==> config.mk <==
export PLATFORM = sky130hd
export DESIGN_NAME = ptc_tuning_ctrl
export DESIGN_NICKNAME = d
export VERILOG_FILES = /design/src/ptc_pkg.sv /design/src/ptc_current.sv /design/src/ptc_forwarder.sv /design/src/ptc_tuning_ctrl.sv
export VERILOG_INCLUDE_DIRS = /design/src
export SDC_FILE = /design/constraint.sdc
export NUM_CORES = 1
export LEC_CHECK = 0
export BUFFER_PORTS_ARGS = -buffer_cell sky130_fd_sc_hd__buf_2
export CELL_PAD_IN_SITES_DETAIL_PLACEMENT = 1
export CELL_PAD_IN_SITES_GLOBAL_PLACEMENT = 1
export CORE_ASPECT_RATIO = 1.5
export CORE_MARGIN = 2
export CORE_UTILIZATION = 43
export CTS_BUF_LIST = sky130_fd_sc_hd__clkbuf_16
export CTS_CLUSTER_SIZE = 28
export DETAILED_ROUTE_END_ITERATION = 12
export PLACE_DENSITY = 0.84
export SLEW_MARGIN = 20
export SYNTH_ARGS = -nofsm -noshare
export SYNTH_HDL_FRONTEND = slang
export SYNTH_SLANG_ARGS = --single-unit
==> constraint.sdc <==
create_clock -name CORE_CLK -period 5.95 [get_ports CORE_CLK]
set_input_delay 0.2975 -clock CORE_CLK [delete_from_list [all_inputs] [get_ports CORE_CLK]]
set_output_delay 0.2975 -clock CORE_CLK [all_outputs]
set_load 0.03 [all_outputs]
==> src/ptc_map.svh <==
// register map, field positions, reset values and timing for the tuning block
// assumes word-aligned ahb-lite access; included by bare name
`ifndef PTC_MAP_SVH
`define PTC_MAP_SVH
// printed register indices; byte address is four times the index
`define PTC_IDX_REFDIV     6'h02
`define PTC_IDX_INTDIV     6'h03
`define PTC_IDX_FRACWORD   6'h04
`define PTC_IDX_FORWARD    6'h05
`define PTC_IDX_MODCFG     6'h06
`define PTC_IDX_PUMP       6'h09
`define PTC_IDX_PHASECTL   6'h0b
`define PTC_IDX_STATUS     6'h10
`define PTC_IDX_VCOSHADOW2 6'h11
`define PTC_IDX_VCOSHADOW3 6'h12
// phase comparator control fields
`define PTC_SLIP_HI        8
`define PTC_SLIP_LO        7
// pump register fields
`define PTC_DN_GAIN_HI     6
`define PTC_DN_GAIN_LO     0
`define PTC_UP_GAIN_HI     13
`define PTC_UP_GAIN_LO     7
`define PTC_OFS_HI         20
`define PTC_OFS_LO         14
`define PTC_OFS_UP_BIT     21
`define PTC_OFS_DN_BIT     22
// current scaling: 20 ua per gain step, 5 ua per offset step
`define PTC_GAIN_UA_STEP   10'd20
`define PTC_OFS_UA_STEP    10'd5
// modulator configuration bits
`define PTC_FRAC_EN_BIT    11
`define PTC_DSM_BYP_BIT    7
// divider limits
`define PTC_INT_MIN        19'd16
`define PTC_FRAC_MIN       19'd20
// forwarding word: [2:0] vco register, [11:3] vco data
`define PTC_FWD_ADDR_HI    2
`define PTC_FWD_ADDR_LO    0
`define PTC_FWD_DATA_HI    11
`define PTC_FWD_DATA_LO    3
`define PTC_VCO_OUTDIV     3'h2
`define PTC_VCO_DOUBLER    3'h3
`define PTC_OUTDIV_HI      5
`define PTC_OUTDIV_LO      0
`define PTC_DBL_BIT        0
// reset values
`define PTC_RST_REFDIV     14'h0001
`define PTC_RST_INTDIV     19'h00014
`define PTC_RST_FRAC       24'h000000
`define PTC_RST_MODCFG     12'h080
`define PTC_RST_PUMP       23'h000000
`define PTC_RST_PHASECTL   11'h000
`define PTC_RST_OUTDIV     6'h01
// forwarding serial clock divider (core cycles per half bit)
`define PTC_FWD_DIV        4'd4
`define PTC_FWD_BITS       5'd12
`endif

==> src/ptc_pkg.sv <==
// types shared by the tuning block and its helpers
// assumes ptc_map.svh supplies numeric constants
package ptc_pkg;
   typedef enum logic [1:0] {PTC_MODE_INT, PTC_MODE_FRAC,
                             PTC_MODE_MIXED} ptc_mode_t;
   typedef enum logic [1:0] {PTC_FW_IDLE, PTC_FW_SHIFT,
                             PTC_FW_DONE} ptc_fw_state_t;
endpackage : ptc_pkg

==> src/ptc_current.sv <==
// turns a seven-bit code into a current figure in microamps
// assumes the step size is fixed per instance
`include "ptc_map.svh"
module ptc_current
   import ptc_pkg::*;
#(
   parameter logic [9:0] STEP_UA = `PTC_GAIN_UA_STEP
)(
   input  wire logic        clk,
   input  wire logic        rst,
   input  wire logic [6:0]  code,
   input  wire logic        enable,
   output logic [11:0]      ua
);
   logic [11:0] ua_reg, ua_next;

   // linear scale; product of 7 and 10 bits fits in 17, trimmed to 12
   always_comb begin
      logic [16:0] prod;
      prod    = 17'(code) * 17'(STEP_UA);
      ua_next = enable ? prod[11:0] : 12'h000;
   end

   always_ff @(posedge clk) begin
      if (rst)
         ua_reg <= 12'h000;
      else
         ua_reg <= ua_next;
   end

   assign ua = ua_reg;
endmodule : ptc_current

==> src/ptc_forwarder.sv <==
// serialises one forwarding word into the vco subsystem
// assumes start is held off while busy is high
`include "ptc_map.svh"
module ptc_forwarder
   import ptc_pkg::*;
(
   input  wire logic        clk,
   input  wire logic        rst,
   input  wire logic        start,
   input  wire logic [11:0] word,
   output logic             busy,
   output logic             sclk,
   output logic             sdata,
   output logic             sload
);
   ptc_fw_state_t state_reg, state_next;
   logic [3:0]  div_reg, div_next;
   logic [4:0]  cnt_reg, cnt_next;
   logic [11:0] sh_reg, sh_next;
   logic        ck_reg, ck_next;
   logic        tick;

   // divider gives one enable pulse per half bit
   assign tick = (div_reg == `PTC_FWD_DIV - 4'd1);

   // shift msb first, one bit per slow clock period
   always_comb begin
      state_next = state_reg;
      div_next   = (state_reg == PTC_FW_IDLE || tick) ? 4'd0
                                                      : div_reg + 4'd1;
      cnt_next   = cnt_reg;
      sh_next    = sh_reg;
      ck_next    = ck_reg;
      unique case (state_reg)
         PTC_FW_IDLE: begin
            if (start) begin
               sh_next    = word;
               cnt_next   = 5'd0;
               ck_next    = 1'b0;
               state_next = PTC_FW_SHIFT;
            end
         end
         PTC_FW_SHIFT: begin
            if (tick) begin
               ck_next = ~ck_reg;
               if (ck_reg) begin
                  sh_next  = {sh_reg[10:0], 1'b0};
                  cnt_next = cnt_reg + 5'd1;
                  if (cnt_reg == `PTC_FWD_BITS - 5'd1)
                     state_next = PTC_FW_DONE;
               end
            end
         end
         PTC_FW_DONE: begin
            if (tick)
               state_next = PTC_FW_IDLE;
         end
         default: state_next = PTC_FW_IDLE;
      endcase
   end

   always_ff @(posedge clk) begin
      if (rst) begin
         state_reg <= PTC_FW_IDLE;
         div_reg   <= 4'd0;
         cnt_reg   <= 5'd0;
         sh_reg    <= 12'h000;
         ck_reg    <= 1'b0;
      end else begin
         state_reg <= state_next;
         div_reg   <= div_next;
         cnt_reg   <= cnt_next;
         sh_reg    <= sh_next;
         ck_reg    <= ck_next;
      end
   end

   assign busy  = (state_reg != PTC_FW_IDLE);
   assign sclk  = ck_reg;
   assign sdata = sh_reg[11];
   assign sload = (state_reg == PTC_FW_DONE);
endmodule : ptc_forwarder

==> src/ptc_tuning_ctrl.sv <==
// tuning and charge-pump control registers of the synthesizer
// assumes a single ahb-lite master on CORE_CLK and synchronous RST
// assumes whole-word accesses; HSIZE is not decoded
// the analog loop, lock detect and band calibration lie outside
//
// Design decision made here: register access over AHB-Lite.
`include "ptc_map.svh"
module ptc_tuning_ctrl
   import ptc_pkg::*;
(
   input  wire logic        CORE_CLK,
   input  wire logic        RST,
   input  wire logic        HSEL,
   input  wire logic [31:0] HADDR,
   input  wire logic [1:0]  HTRANS,
   input  wire logic        HWRITE,
   input  wire logic [2:0]  HSIZE,
   input  wire logic [31:0] HWDATA,
   input  wire logic        HREADY,
   output logic [31:0]      HRDATA,
   output logic             HREADYOUT,
   output logic             HRESP,
   output logic [1:0]       SLIP_PREVENTION_THRESHOLD,
   output logic [11:0]      DOWN_PUMP_UA,
   output logic [11:0]      UP_PUMP_UA,
   output logic [11:0]      OFFSET_UP_UA,
   output logic [11:0]      OFFSET_DN_UA,
   output logic             FRAC_MOD_EN,
   output logic             DSM_BYPASS,
   output logic [18:0]      FEEDBACK_DIV,
   output logic [23:0]      FRACTION_WORD,
   output logic [13:0]      REFERENCE_DIV,
   output logic             VCO_SCLK,
   output logic             VCO_SDATA,
   output logic             VCO_SLOAD
);
   import ptc_pkg::*;

   // byte addresses are the register index times four:
   //   0x08 reference divider      0x0c integer ratio
   //   0x10 fraction word          0x14 forwarding word
   //   0x18 modulator config       0x24 pump gains and offset
   //   0x2c phase comparator ctl   0x40 status, read only
   //   0x44 output divider shadow  0x48 doubler shadow
   // status: [4] divider below floor, [3:2] mode, [1] word queued,
   // [0] forwarder busy; every other index reads zero, drops writes
   // pump word: [6:0] down gain, [13:7] up gain, [20:14] offset size,
   // [21] up offset enable, [22] down offset enable
   // forwarding word: [2:0] vco register, [11:3] its data; registers
   // 2 and 3 are shadowed here so software can read them back
   // software-visible registers and the forwarding queue
   logic [13:0] refdiv_reg, refdiv_next;
   logic [18:0] intdiv_reg, intdiv_next;
   logic [23:0] frac_reg_q, frac_next;
   logic [11:0] modcfg_reg, modcfg_next;
   logic [22:0] pump_reg, pump_next;
   logic [10:0] phase_reg, phase_next;
   logic [5:0]  outdiv_reg, outdiv_next;
   logic        dbl_reg, dbl_next;
   logic        range_err_reg, range_err_next;
   logic        pend_reg, pend_next;
   logic [11:0] fwd_reg, fwd_next;
   logic        wr_ph_reg, wr_ph_next;
   logic [5:0]  idx_reg, idx_next;
   logic [31:0] rdata_reg, rdata_next;
   // handshake with the forwarder and the bus decode
   logic        fw_busy;
   logic        fw_start;
   logic        fw_stall;
   logic        take;
   logic [5:0]  rd_idx;
   ptc_mode_t   mode;

   // address phase accepted only when a write is not waiting to forward;
   // idle and busy transfers start no data phase
   assign take     = HSEL && HREADY && HTRANS[1];
   // one word may wait in the queue while the forwarder shifts the one
   // before; a further forwarding write holds the bus in its data phase
   // rather than overwrite the queued word
   assign fw_stall = wr_ph_reg && idx_reg == `PTC_IDX_FORWARD && pend_reg;
   assign rd_idx   = HADDR[7:2];
   // the forwarder takes the queued word as soon as it is idle
   assign fw_start = pend_reg && !fw_busy;

   // mode decode from the two modulator bits; a pair set or cleared together counts as
   // mixed and keeps the fraction live, since the modulator may run;
   // mixed is legal to write but only reported, never corrected
   always_comb begin
      if (!modcfg_reg[`PTC_FRAC_EN_BIT] && modcfg_reg[`PTC_DSM_BYP_BIT])
         mode = PTC_MODE_INT;
      else if (modcfg_reg[`PTC_FRAC_EN_BIT]
               && !modcfg_reg[`PTC_DSM_BYP_BIT])
         mode = PTC_MODE_FRAC;
      else
         mode = PTC_MODE_MIXED;
   end

   // data-phase write, read mux and forwarding queue
   always_comb begin
      refdiv_next    = refdiv_reg;
      intdiv_next    = intdiv_reg;
      frac_next      = frac_reg_q;
      modcfg_next    = modcfg_reg;
      pump_next      = pump_reg;
      phase_next     = phase_reg;
      outdiv_next    = outdiv_reg;
      dbl_next       = dbl_reg;
      pend_next      = pend_reg;
      fwd_next       = fwd_reg;
      wr_ph_next     = fw_stall ? wr_ph_reg : 1'b0;
      idx_next       = idx_reg;
      rdata_next     = rdata_reg;
      range_err_next = range_err_reg;
      // the queue clears as the forwarder starts; a new word cannot land
      // in that same cycle because its write is still stalled
      // forwarder takes the queued word once
      if (fw_start)
         pend_next = 1'b0;
      // data phase of an accepted write: the word lands at its end
      if (wr_ph_reg && !fw_stall) begin
         unique case (idx_reg)
            `PTC_IDX_REFDIV:   refdiv_next = HWDATA[13:0];
            `PTC_IDX_INTDIV:   intdiv_next = HWDATA[18:0];
            `PTC_IDX_FRACWORD: frac_next   = HWDATA[23:0];
            `PTC_IDX_MODCFG:   modcfg_next = HWDATA[11:0];
            `PTC_IDX_PUMP:     pump_next   = HWDATA[22:0];
            `PTC_IDX_PHASECTL: phase_next  = HWDATA[10:0];
            // vco writes only through the forwarder
            `PTC_IDX_FORWARD: begin
               fwd_next  = HWDATA[11:0];
               pend_next = 1'b1;
               if (HWDATA[`PTC_FWD_ADDR_HI:`PTC_FWD_ADDR_LO]
                   == `PTC_VCO_OUTDIV)
                  outdiv_next = HWDATA[`PTC_FWD_DATA_LO+`PTC_OUTDIV_HI:
                                       `PTC_FWD_DATA_LO];
               if (HWDATA[`PTC_FWD_ADDR_HI:`PTC_FWD_ADDR_LO]
                   == `PTC_VCO_DOUBLER)
                  dbl_next = HWDATA[`PTC_FWD_DATA_LO+`PTC_DBL_BIT];
            end
            // unmapped and read-only indices drop the write
            default: ;
         endcase
      end
      // a level flag: it follows the registers and needs no clear
      // flag a divider below the mode's legal floor
      range_err_next = (mode == PTC_MODE_INT && intdiv_reg < `PTC_INT_MIN)
                    || (mode == PTC_MODE_FRAC
                        && intdiv_reg < `PTC_FRAC_MIN);
      // read data other than status comes from the next-state values, so a read right
      // behind a write to the same register already sees the new word;
      // the registered copies alone would lag by one transfer
      if (take && !fw_stall) begin
         wr_ph_next = HWRITE;
         idx_next   = rd_idx;
         unique case (rd_idx)
            `PTC_IDX_REFDIV:     rdata_next = {18'h0, refdiv_next};
            `PTC_IDX_INTDIV:     rdata_next = {13'h0, intdiv_next};
            `PTC_IDX_FRACWORD:   rdata_next = {8'h0, frac_next};
            `PTC_IDX_FORWARD:    rdata_next = {20'h0, fwd_next};
            `PTC_IDX_MODCFG:     rdata_next = {20'h0, modcfg_next};
            `PTC_IDX_PUMP:       rdata_next = {9'h0, pump_next};
            `PTC_IDX_PHASECTL:   rdata_next = {21'h0, phase_next};
            // status and the two shadows are read only
            `PTC_IDX_STATUS:     rdata_next = {27'h0, range_err_reg,
                                               mode, pend_reg, fw_busy};
            `PTC_IDX_VCOSHADOW2: rdata_next = {26'h0, outdiv_next};
            `PTC_IDX_VCOSHADOW3: rdata_next = {31'h0, dbl_next};
            default:             rdata_next = 32'h0000_0000;
         endcase
      end
   end

   // reset leaves integer mode with a divider already legal for the
   // fractional floor, so a later mode switch needs no rewrite first
   always_ff @(posedge CORE_CLK) begin
      if (RST) begin
         refdiv_reg    <= `PTC_RST_REFDIV;
         intdiv_reg    <= `PTC_RST_INTDIV;
         frac_reg_q    <= `PTC_RST_FRAC;
         modcfg_reg    <= `PTC_RST_MODCFG;
         pump_reg      <= `PTC_RST_PUMP;
         phase_reg     <= `PTC_RST_PHASECTL;
         outdiv_reg    <= `PTC_RST_OUTDIV;
         dbl_reg       <= 1'b0;
         range_err_reg <= 1'b0;
         pend_reg      <= 1'b0;
         fwd_reg       <= 12'h000;
         wr_ph_reg     <= 1'b0;
         idx_reg       <= 6'h00;
         rdata_reg     <= 32'h0000_0000;
      end else begin
         refdiv_reg    <= refdiv_next;
         intdiv_reg    <= intdiv_next;
         frac_reg_q    <= frac_next;
         modcfg_reg    <= modcfg_next;
         pump_reg      <= pump_next;
         phase_reg     <= phase_next;
         outdiv_reg    <= outdiv_next;
         dbl_reg       <= dbl_next;
         range_err_reg <= range_err_next;
         pend_reg      <= pend_next;
         fwd_reg       <= fwd_next;
         wr_ph_reg     <= wr_ph_next;
         idx_reg       <= idx_next;
         rdata_reg     <= rdata_next;
      end
   end

   // a second forwarding write waits here rather than overwrite the queue
   assign HREADYOUT = !fw_stall;
   // the response is always okay: unmapped or odd accesses are absorbed
   assign HRESP     = 1'b0;
   assign HRDATA    = rdata_reg;

   // slip, modulator and divider outputs are register taps with no extra delay; the fraction word is gated by mode
   // threshold field straight to the comparator
   assign SLIP_PREVENTION_THRESHOLD = phase_reg[`PTC_SLIP_HI:`PTC_SLIP_LO];
   // modulator controls follow the register bits
   assign FRAC_MOD_EN   = modcfg_reg[`PTC_FRAC_EN_BIT];
   assign DSM_BYPASS    = modcfg_reg[`PTC_DSM_BYP_BIT];
   // the loop reads the divider words directly; with no double buffer
   // a host changing both words sees at least one cycle of a mixed ratio
   // divider words feed the loop, vco = ref / r * (n + f)
   assign FEEDBACK_DIV  = intdiv_reg;
   // fraction forced to zero in integer mode only, the register kept
   // so the stored fraction reaches the modulator again after a switch back
   assign FRACTION_WORD = (mode == PTC_MODE_INT) ? 24'h000000 : frac_reg_q;
   assign REFERENCE_DIV = refdiv_reg;

   // currents are registered one cycle behind the pump register, so all
   // four change together; a cleared offset enable forces zero current
   // gain codes to current, 20 ua per step
   ptc_current #(.STEP_UA(`PTC_GAIN_UA_STEP)) u_dn_gain (
      .clk    (CORE_CLK),
      .rst    (RST),
      .code   (pump_reg[`PTC_DN_GAIN_HI:`PTC_DN_GAIN_LO]),
      .enable (1'b1),
      .ua     (DOWN_PUMP_UA)
   );
   ptc_current #(.STEP_UA(`PTC_GAIN_UA_STEP)) u_up_gain (
      .clk    (CORE_CLK),
      .rst    (RST),
      .code   (pump_reg[`PTC_UP_GAIN_HI:`PTC_UP_GAIN_LO]),
      .enable (1'b1),
      .ua     (UP_PUMP_UA)
   );
   // offset at 5 ua per code
   ptc_current #(.STEP_UA(`PTC_OFS_UA_STEP)) u_ofs_up (
      .clk    (CORE_CLK),
      .rst    (RST),
      .code   (pump_reg[`PTC_OFS_HI:`PTC_OFS_LO]),
      .enable (pump_reg[`PTC_OFS_UP_BIT]),
      .ua     (OFFSET_UP_UA)
   );
   ptc_current #(.STEP_UA(`PTC_OFS_UA_STEP)) u_ofs_dn (
      .clk    (CORE_CLK),
      .rst    (RST),
      .code   (pump_reg[`PTC_OFS_HI:`PTC_OFS_LO]),
      .enable (pump_reg[`PTC_OFS_DN_BIT]),
      .ua     (OFFSET_DN_UA)
   );

   // the serial clock idles low between frames and the load strobe
   // follows the last bit; the word is latched at start, so the queue
   // may refill while a frame is still shifting
   // band changes only via divider or doubler over this port
   ptc_forwarder u_fwd (
      .clk   (CORE_CLK),
      .rst   (RST),
      .start (fw_start),
      .word  (fwd_reg),
      .busy  (fw_busy),
      .sclk  (VCO_SCLK),
      .sdata (VCO_SDATA),
      .sload (VCO_SLOAD)
   );
endmodule : ptc_tuning_ctrl

Yosys cells after proc, flatten, opt, wreduce, memory -nomap -nowiden

Cells that the tools add are included.
Widths: inputs -> output; s select.

Logic and storage cells: 140
Register bits after elaboration: 235
Output and inout port bits: 146
Bits in writable memories: 0
Memory bits (read-only): 0
Memories kept: 0
Latch bits: 0
Input bits: 74

Magnitude comparators: 2
Shifts and indexed selects: 0
Mux-type cells: 46
Div/mod/pow operators: 0
Bitwise logic cells: 3
Equality and inequality tests: 30
$mul: 3
Reductions and logical operators: 27
$add $sub $neg: 2

Operators by type and width:

| cell                 | count |
|---|---|
| $pmux 24 s10         | 1 |
| $mux 12              | 7 |
| $mux 24              | 3 |
| $mux 23              | 2 |
| $lt 19x5->1 const B  | 2 |
| $mux 19              | 2 |
| $eq 6x3->1 const B   | 6 |
| $mul 7x3->10 const B | 3 |
| $mux 14              | 2 |
| $eq 6x2->1 const B   | 4 |
| $eq 6x4->1 const B   | 4 |
| $pmux 12 s2          | 1 |
| $mux 11              | 2 |
| $eq 6x5->1 const B   | 3 |
| $mux 6               | 3 |
| $mux 5               | 3 |
| $mux 2               | 7 |
| $logic_and 1x1->1    | 11 |
| $mux 1               | 10 |
| $ne 2x1->1 const B   | 5 |
| $pmux 5 s2           | 1 |
| $eq 3x2->1 const B   | 2 |
| $pmux 2 s3           | 1 |
| $reduce_or 2->1      | 3 |
| other kinds (16)     | 25 |

Logic depth before layout (Yosys ltp)

Depth in word-level cells: 7
Gate-level depth with buffers: 10
Gate-level depth less buffers: 9

By module

Synthesis repeated with hierarchy kept, for this count alone.

Cells, all modules: 1102
Area total of the unflattened synthesis: 10440.0 sq um

Modules (own cells, without submodules):

| module                       | area each (sq um) | sequential area each (sq um) | cells each | times used |
|---|---|---|---|---|
| ptc_tuning_ctrl              | 6732.7            | 3103.0                       | 743        | 1 |
| ptc_forwarder                | 1332.5            | 480.5                        | 129        | 1 |
| ptc_current at u_ofs_dn ...  | 603.1             | 200.2                        | 58         | 2 |
| ptc_current at u_dn_gain ... | 584.3             | 200.2                        | 57         | 2 |

Worst setup path after synthesis

OpenSTA, ideal clock, no wires.

Path type: register to register
From: register idx_reg[3]
To: register rdata_reg[0] (netlist: HRDATA[0])
Arrival: 2480 ps
Stages on the path, launching flop included: 9
Data required time: 5830 ps
Library setup time: 120 ps
Path slack: 3350 ps
Clock period less this slack: 2600 ps
Path buffers: 2
Cells stage by stage: dfxtp_1 or4b_1 buf_2 or4b_4 buf_6 mux2i_1 o22ai_1 or3_1 o31a_1

Longest elaborated chain between the ends: 7
Elaborated cells on any way between the ends: 31
Classes of those cells: eq/ne: 7; mux: 19; reduce/logical: 5

Ends and longest elaborated chain:

| element                              | RTL line                                       | text |
|---|---|---|
| start: declaration                   | ptc_tuning_ctrl.sv:64                          | `logic [5:0] idx_reg, idx_next;` |
| start signal: assignment             | ptc_tuning_ctrl.sv:204                         | `idx_reg <= idx_next;` |
| $eq 6x3->1                           | ptc_tuning_ctrl.sv:121                         | `unique case (idx_reg)` |
| $logic_and 1x1->1 (no line)          | --                                             |  |
| $logic_and 1x1->1                    | ptc_tuning_ctrl.sv:80                          | `` assign fw_stall = wr_ph_reg && idx_reg == `PTC_IDX_FORWARD && pend_reg; `` |
| $logic_not 1->1                      | ptc_tuning_ctrl.sv:120, ptc_tuning_ctrl.sv:152 |  |
| $logic_and 1x1->1                    | ptc_tuning_ctrl.sv:120                         | `if (wr_ph_reg && !fw_stall) begin` |
| $mux 1, or another cell as far along | ptc_tuning_ctrl.sv:120                         |  |
| $pmux 24 s10                         | ptc_tuning_ctrl.sv:155                         | `unique case (rd_idx)` |
| end signal: assignment               | ptc_tuning_ctrl.sv:205                         | `rdata_reg <= rdata_next;` |
| end: declaration                     | ptc_tuning_ctrl.sv:65                          | `logic [31:0] rdata_reg, rdata_next;` |

Parallel ways exist; a longest one is shown, timed or not.
A chain may end at the register's enable or synchronous reset.

Worst setup path in the final report

Same ends and word-level chain as after synthesis.

==> key figures <==
Detailed routing
  – Number of DRC markers in iteration 0: 526
  – 1st-pass router iterations: 5
  – Via-to-Cell Ratio: 5.62
  – Vias: 8163
  – Number of routed nets with antenna violations: 0
  – Total Wirelength: 29.4 mm
  – Wirelength per Cell: 20.2 um
  – DRC Markers: 0

Layout
  – Layout overhead on the synthesized area: 16.3%
  – Filler cells: 2638
  – Multi-input gate area: 0.00473 mm2
  – Storage element area: 0.00438 mm2
  – Nets: 1283
  – Share of cells above drive strength 1: 0.179
  – Antenna Cells: 0

Setup path
  – FF-to-FF setup slack: 2.78 ns
  – WP data arrival: 3.56 ns
  – Critical Path Sink Type: register
  – Worst path cell trace: or4b_1 -> or4b_4 -> mux2i_1 -> o22ai_1 -> or3_1 -> o31a_1
  – Critical path type: reg2reg
  – Buf/Inv on CP: 0
  – Critical path required time: 6.34 ns
  – Worst path top cell family by delay: simple AND/OR/NAND/NOR gates
  – Reg2reg path depth: 6
  – Slowest stage cell on the critical path: or4b_4
  – Startpoint types: register
  – Crit-path max cell delay: 0.88 ns
  – Critical path depth in cells: 6
  – Critical path peak fanout: 24

GRT
  – Number of global-route vias before repair: 8418
  – Overflow after GRT: 0
  – Largest net degree at the start of global routing: 104
  – First-pass GRT wire length: 46.1 mm
  – Initial antenna violation count: 0
  – Total GRT Usage: 0.248

STA
  – Final Setup Violations: 0
  – Slew Viols, Final: 0
  – Worst-margin pin slew: 1.11 ns
  – Rel. slew slack: 0.255
  – RSZ-0062 raised after global routing: false
  – Setup TNS: 0 ns
  – Period utilisation layout: 0.533
  – Final Hold Vio Count: 0
  – Max Clock Skew: 0.0118 ns
  – Final setup margin: 2.78 ns
  – Max Fclk: 315 MHz
  – Fin crit period: 3.17 ns

Pwr
  – Power Dens Cells: 258 mW/mm2
  – IR drop worst, VDD: 0.000215 V
  – Leakage: 4.98 nW

Logic synthesis
  – Top-area cell type share of the netlist area: 0.462
  – #FFs+latches synth: 219
  – Yosys warning count: 0
  – Sequential share of the synthesized area: 0.462
  – EDFF count, synth: 0
  – Mapped Area: 0.00948 mm2
  – Synth area leader: dfxtp_1
  – Synth top area cells: dfxtp_1, mux2i_1, nor2_1, ha_1, nor2b_1
  – Top FF cell, synth: dfxtp_1
  – Yosys cell types: 57
  – Synth async-reset ratio: 0
  – Post-synthesis cell count: 1043
  – Synthesized area per cell: 9.09 um2

Placed design
  – HPWL after DPL: 20.5 mm
  – Port buffer count: 164
  – Pre-CTS WS: 2.78 ns
  – GPL Wtd Cong: 0.827

CTS
  – Setup repair bufs after CTS: 0
  – Clk slew on worst S/H paths: 0.06 ns
  – Hold buffers post-CTS: 0
  – Clock Sinks: 219
  – CTS Buffer Depth: 3
  – H-tree lvl count: 1
  – Clock latency on the worst-skew pair: 0.51 ns
  – Clk root buf: clkbuf_16
  – TritonCTS clock tree: yes
  – Cts bufs inserted: 21
  – PostCTS Resize Cnt: 0

Floorplanning
  – Die Ht: 186 um
  – Initial core utilization: 0.438
  – Die width: 125 um
  – # IOs: 220
  – Core area: 0.0216 mm2
  – Rows: 66
  – Die area: 0.0233 mm2

Min path
  – HP Class: in2reg
  – Cell count of the worst hold path: 3

Run
  – Max Cap Viol: 0

Run status
  – Status: complete, no violations
## synth_stat cells (all sizes together) (3+ instances only)
master  count
nor3        6
and2       11
fa          3
a311oi     12
nor4b       4
a221oi      3
inv        13
nand2b      9
o21ai      30
nor2      199
nor3b       4
dfxtp     219
nand2      73
xor2       10
a21o        5
a22oi       5
o22ai      40
a21oi      40
nand4       3
xnor2       7
nor4       18
clkbuf     48
o21bai      5
mux2i     115
ha         35
nand3      12
nor2b      45
or4b        3
buf        36
## tightest hold or removal path, stage by stage
cell,delay (ns)
buf_2,0.10
nand2_1,0.04
a21oi_1,0.05
## where the power goes
part | switching [W] | leakage, nW | internal, W
logic | 0.0000750 | 2.89 | 0.0000208
clock network | 0.000560 | 0.322 | 0.000724
registers | 0.00000261 | 1.76 | 0.00147
## cell families (layout without fill, tap and decap cells)
kind of cell,Yosys count,after routing,share of synthesized area
adders and majority gates,38,38,0.0525
buffers and inverters,97,219,0.0489
DFF,219,219,0.462
xor gates and xnor gates,17,17,0.0157
other,1,17,0.000395
and+or+nand+nor,400,400,0.196
AOI/OAI and AO/OA,154,154,0.101
muxes,117,117,0.124
## layout by cell type (no fill, tap or decap), types with 12 or more instances in the layout
| cell | count |
|---|---|
| a21oi_1 | 39 |
| nand3_1 | 12 |
| o22ai_1 | 40 |
| ha_1 | 35 |
| dfxtp_1 | 219 |
| conb_1 | 17 |
| mux2i_1 | 115 |
| a311oi_1 | 12 |
| nor2_1 | 197 |
| o21ai_0 | 30 |
| nor2b_1 | 45 |
| clkbuf_16 | 21 |
| inv_1 | 16 |
| nand2_1 | 73 |
| buf_2 | 163 |
| nor4_1 | 17 |
## layer usage
metal	part of all wire	track usage	wire [um]
met1	0.40	0.288	11700
met2	0.52	0.470	15400
met3	0.050	0.0293	1480
met4	0.028	0.0813	814
met5	0	0	0
## stage by stage
stage | instances | utilization | hold WS, ns | area (um2) | total power, W
final | 1453 | 0.510 | 0.0361 | 11000 | 0.00285
after global routing | 1453 | 0.510 | 0.0656 | 11000 | 0.00294
after CTS | 1453 | 0.509 | 0.0229 | 11000 | 0.00287
after detailed placement | 1420 | 0.480 | 0.440 | 10400 | 0.00160
after global placement | 1420 | 0.480 | 0.431 | 10400 | 0.00160
after floorplan | 1059 | - | 0.418 | 9540 | 0.00157
## worst paths after layout
check,from,endpoint
max reg2reg,idx_reg[3]$_SDFFE_PP0P_,HRDATA[0]$_SDFFE_PP0P_
min,HWRITE,wr_ph_reg$_SDFFE_PP0P_
max,idx_reg[3]$_SDFFE_PP0P_,HRDATA[0]$_SDFFE_PP0P_
min reg2reg,u_fwd.div_reg[0]$_SDFF_PP0_,u_fwd.div_reg[0]$_SDFF_PP0_
## layout make-up
class                           instances  area share
Multi-Input combinational cell        743       0.429
Sequential cell                       219       0.398
Timing Repair Buffer                  173      0.0811
Clock buffer                           21      0.0476
Tap cell                              272      0.0309
Clock inverter                         12     0.00953
Inverter                               13     0.00442
No activity file was read; power rests on OpenSTA's default activity.
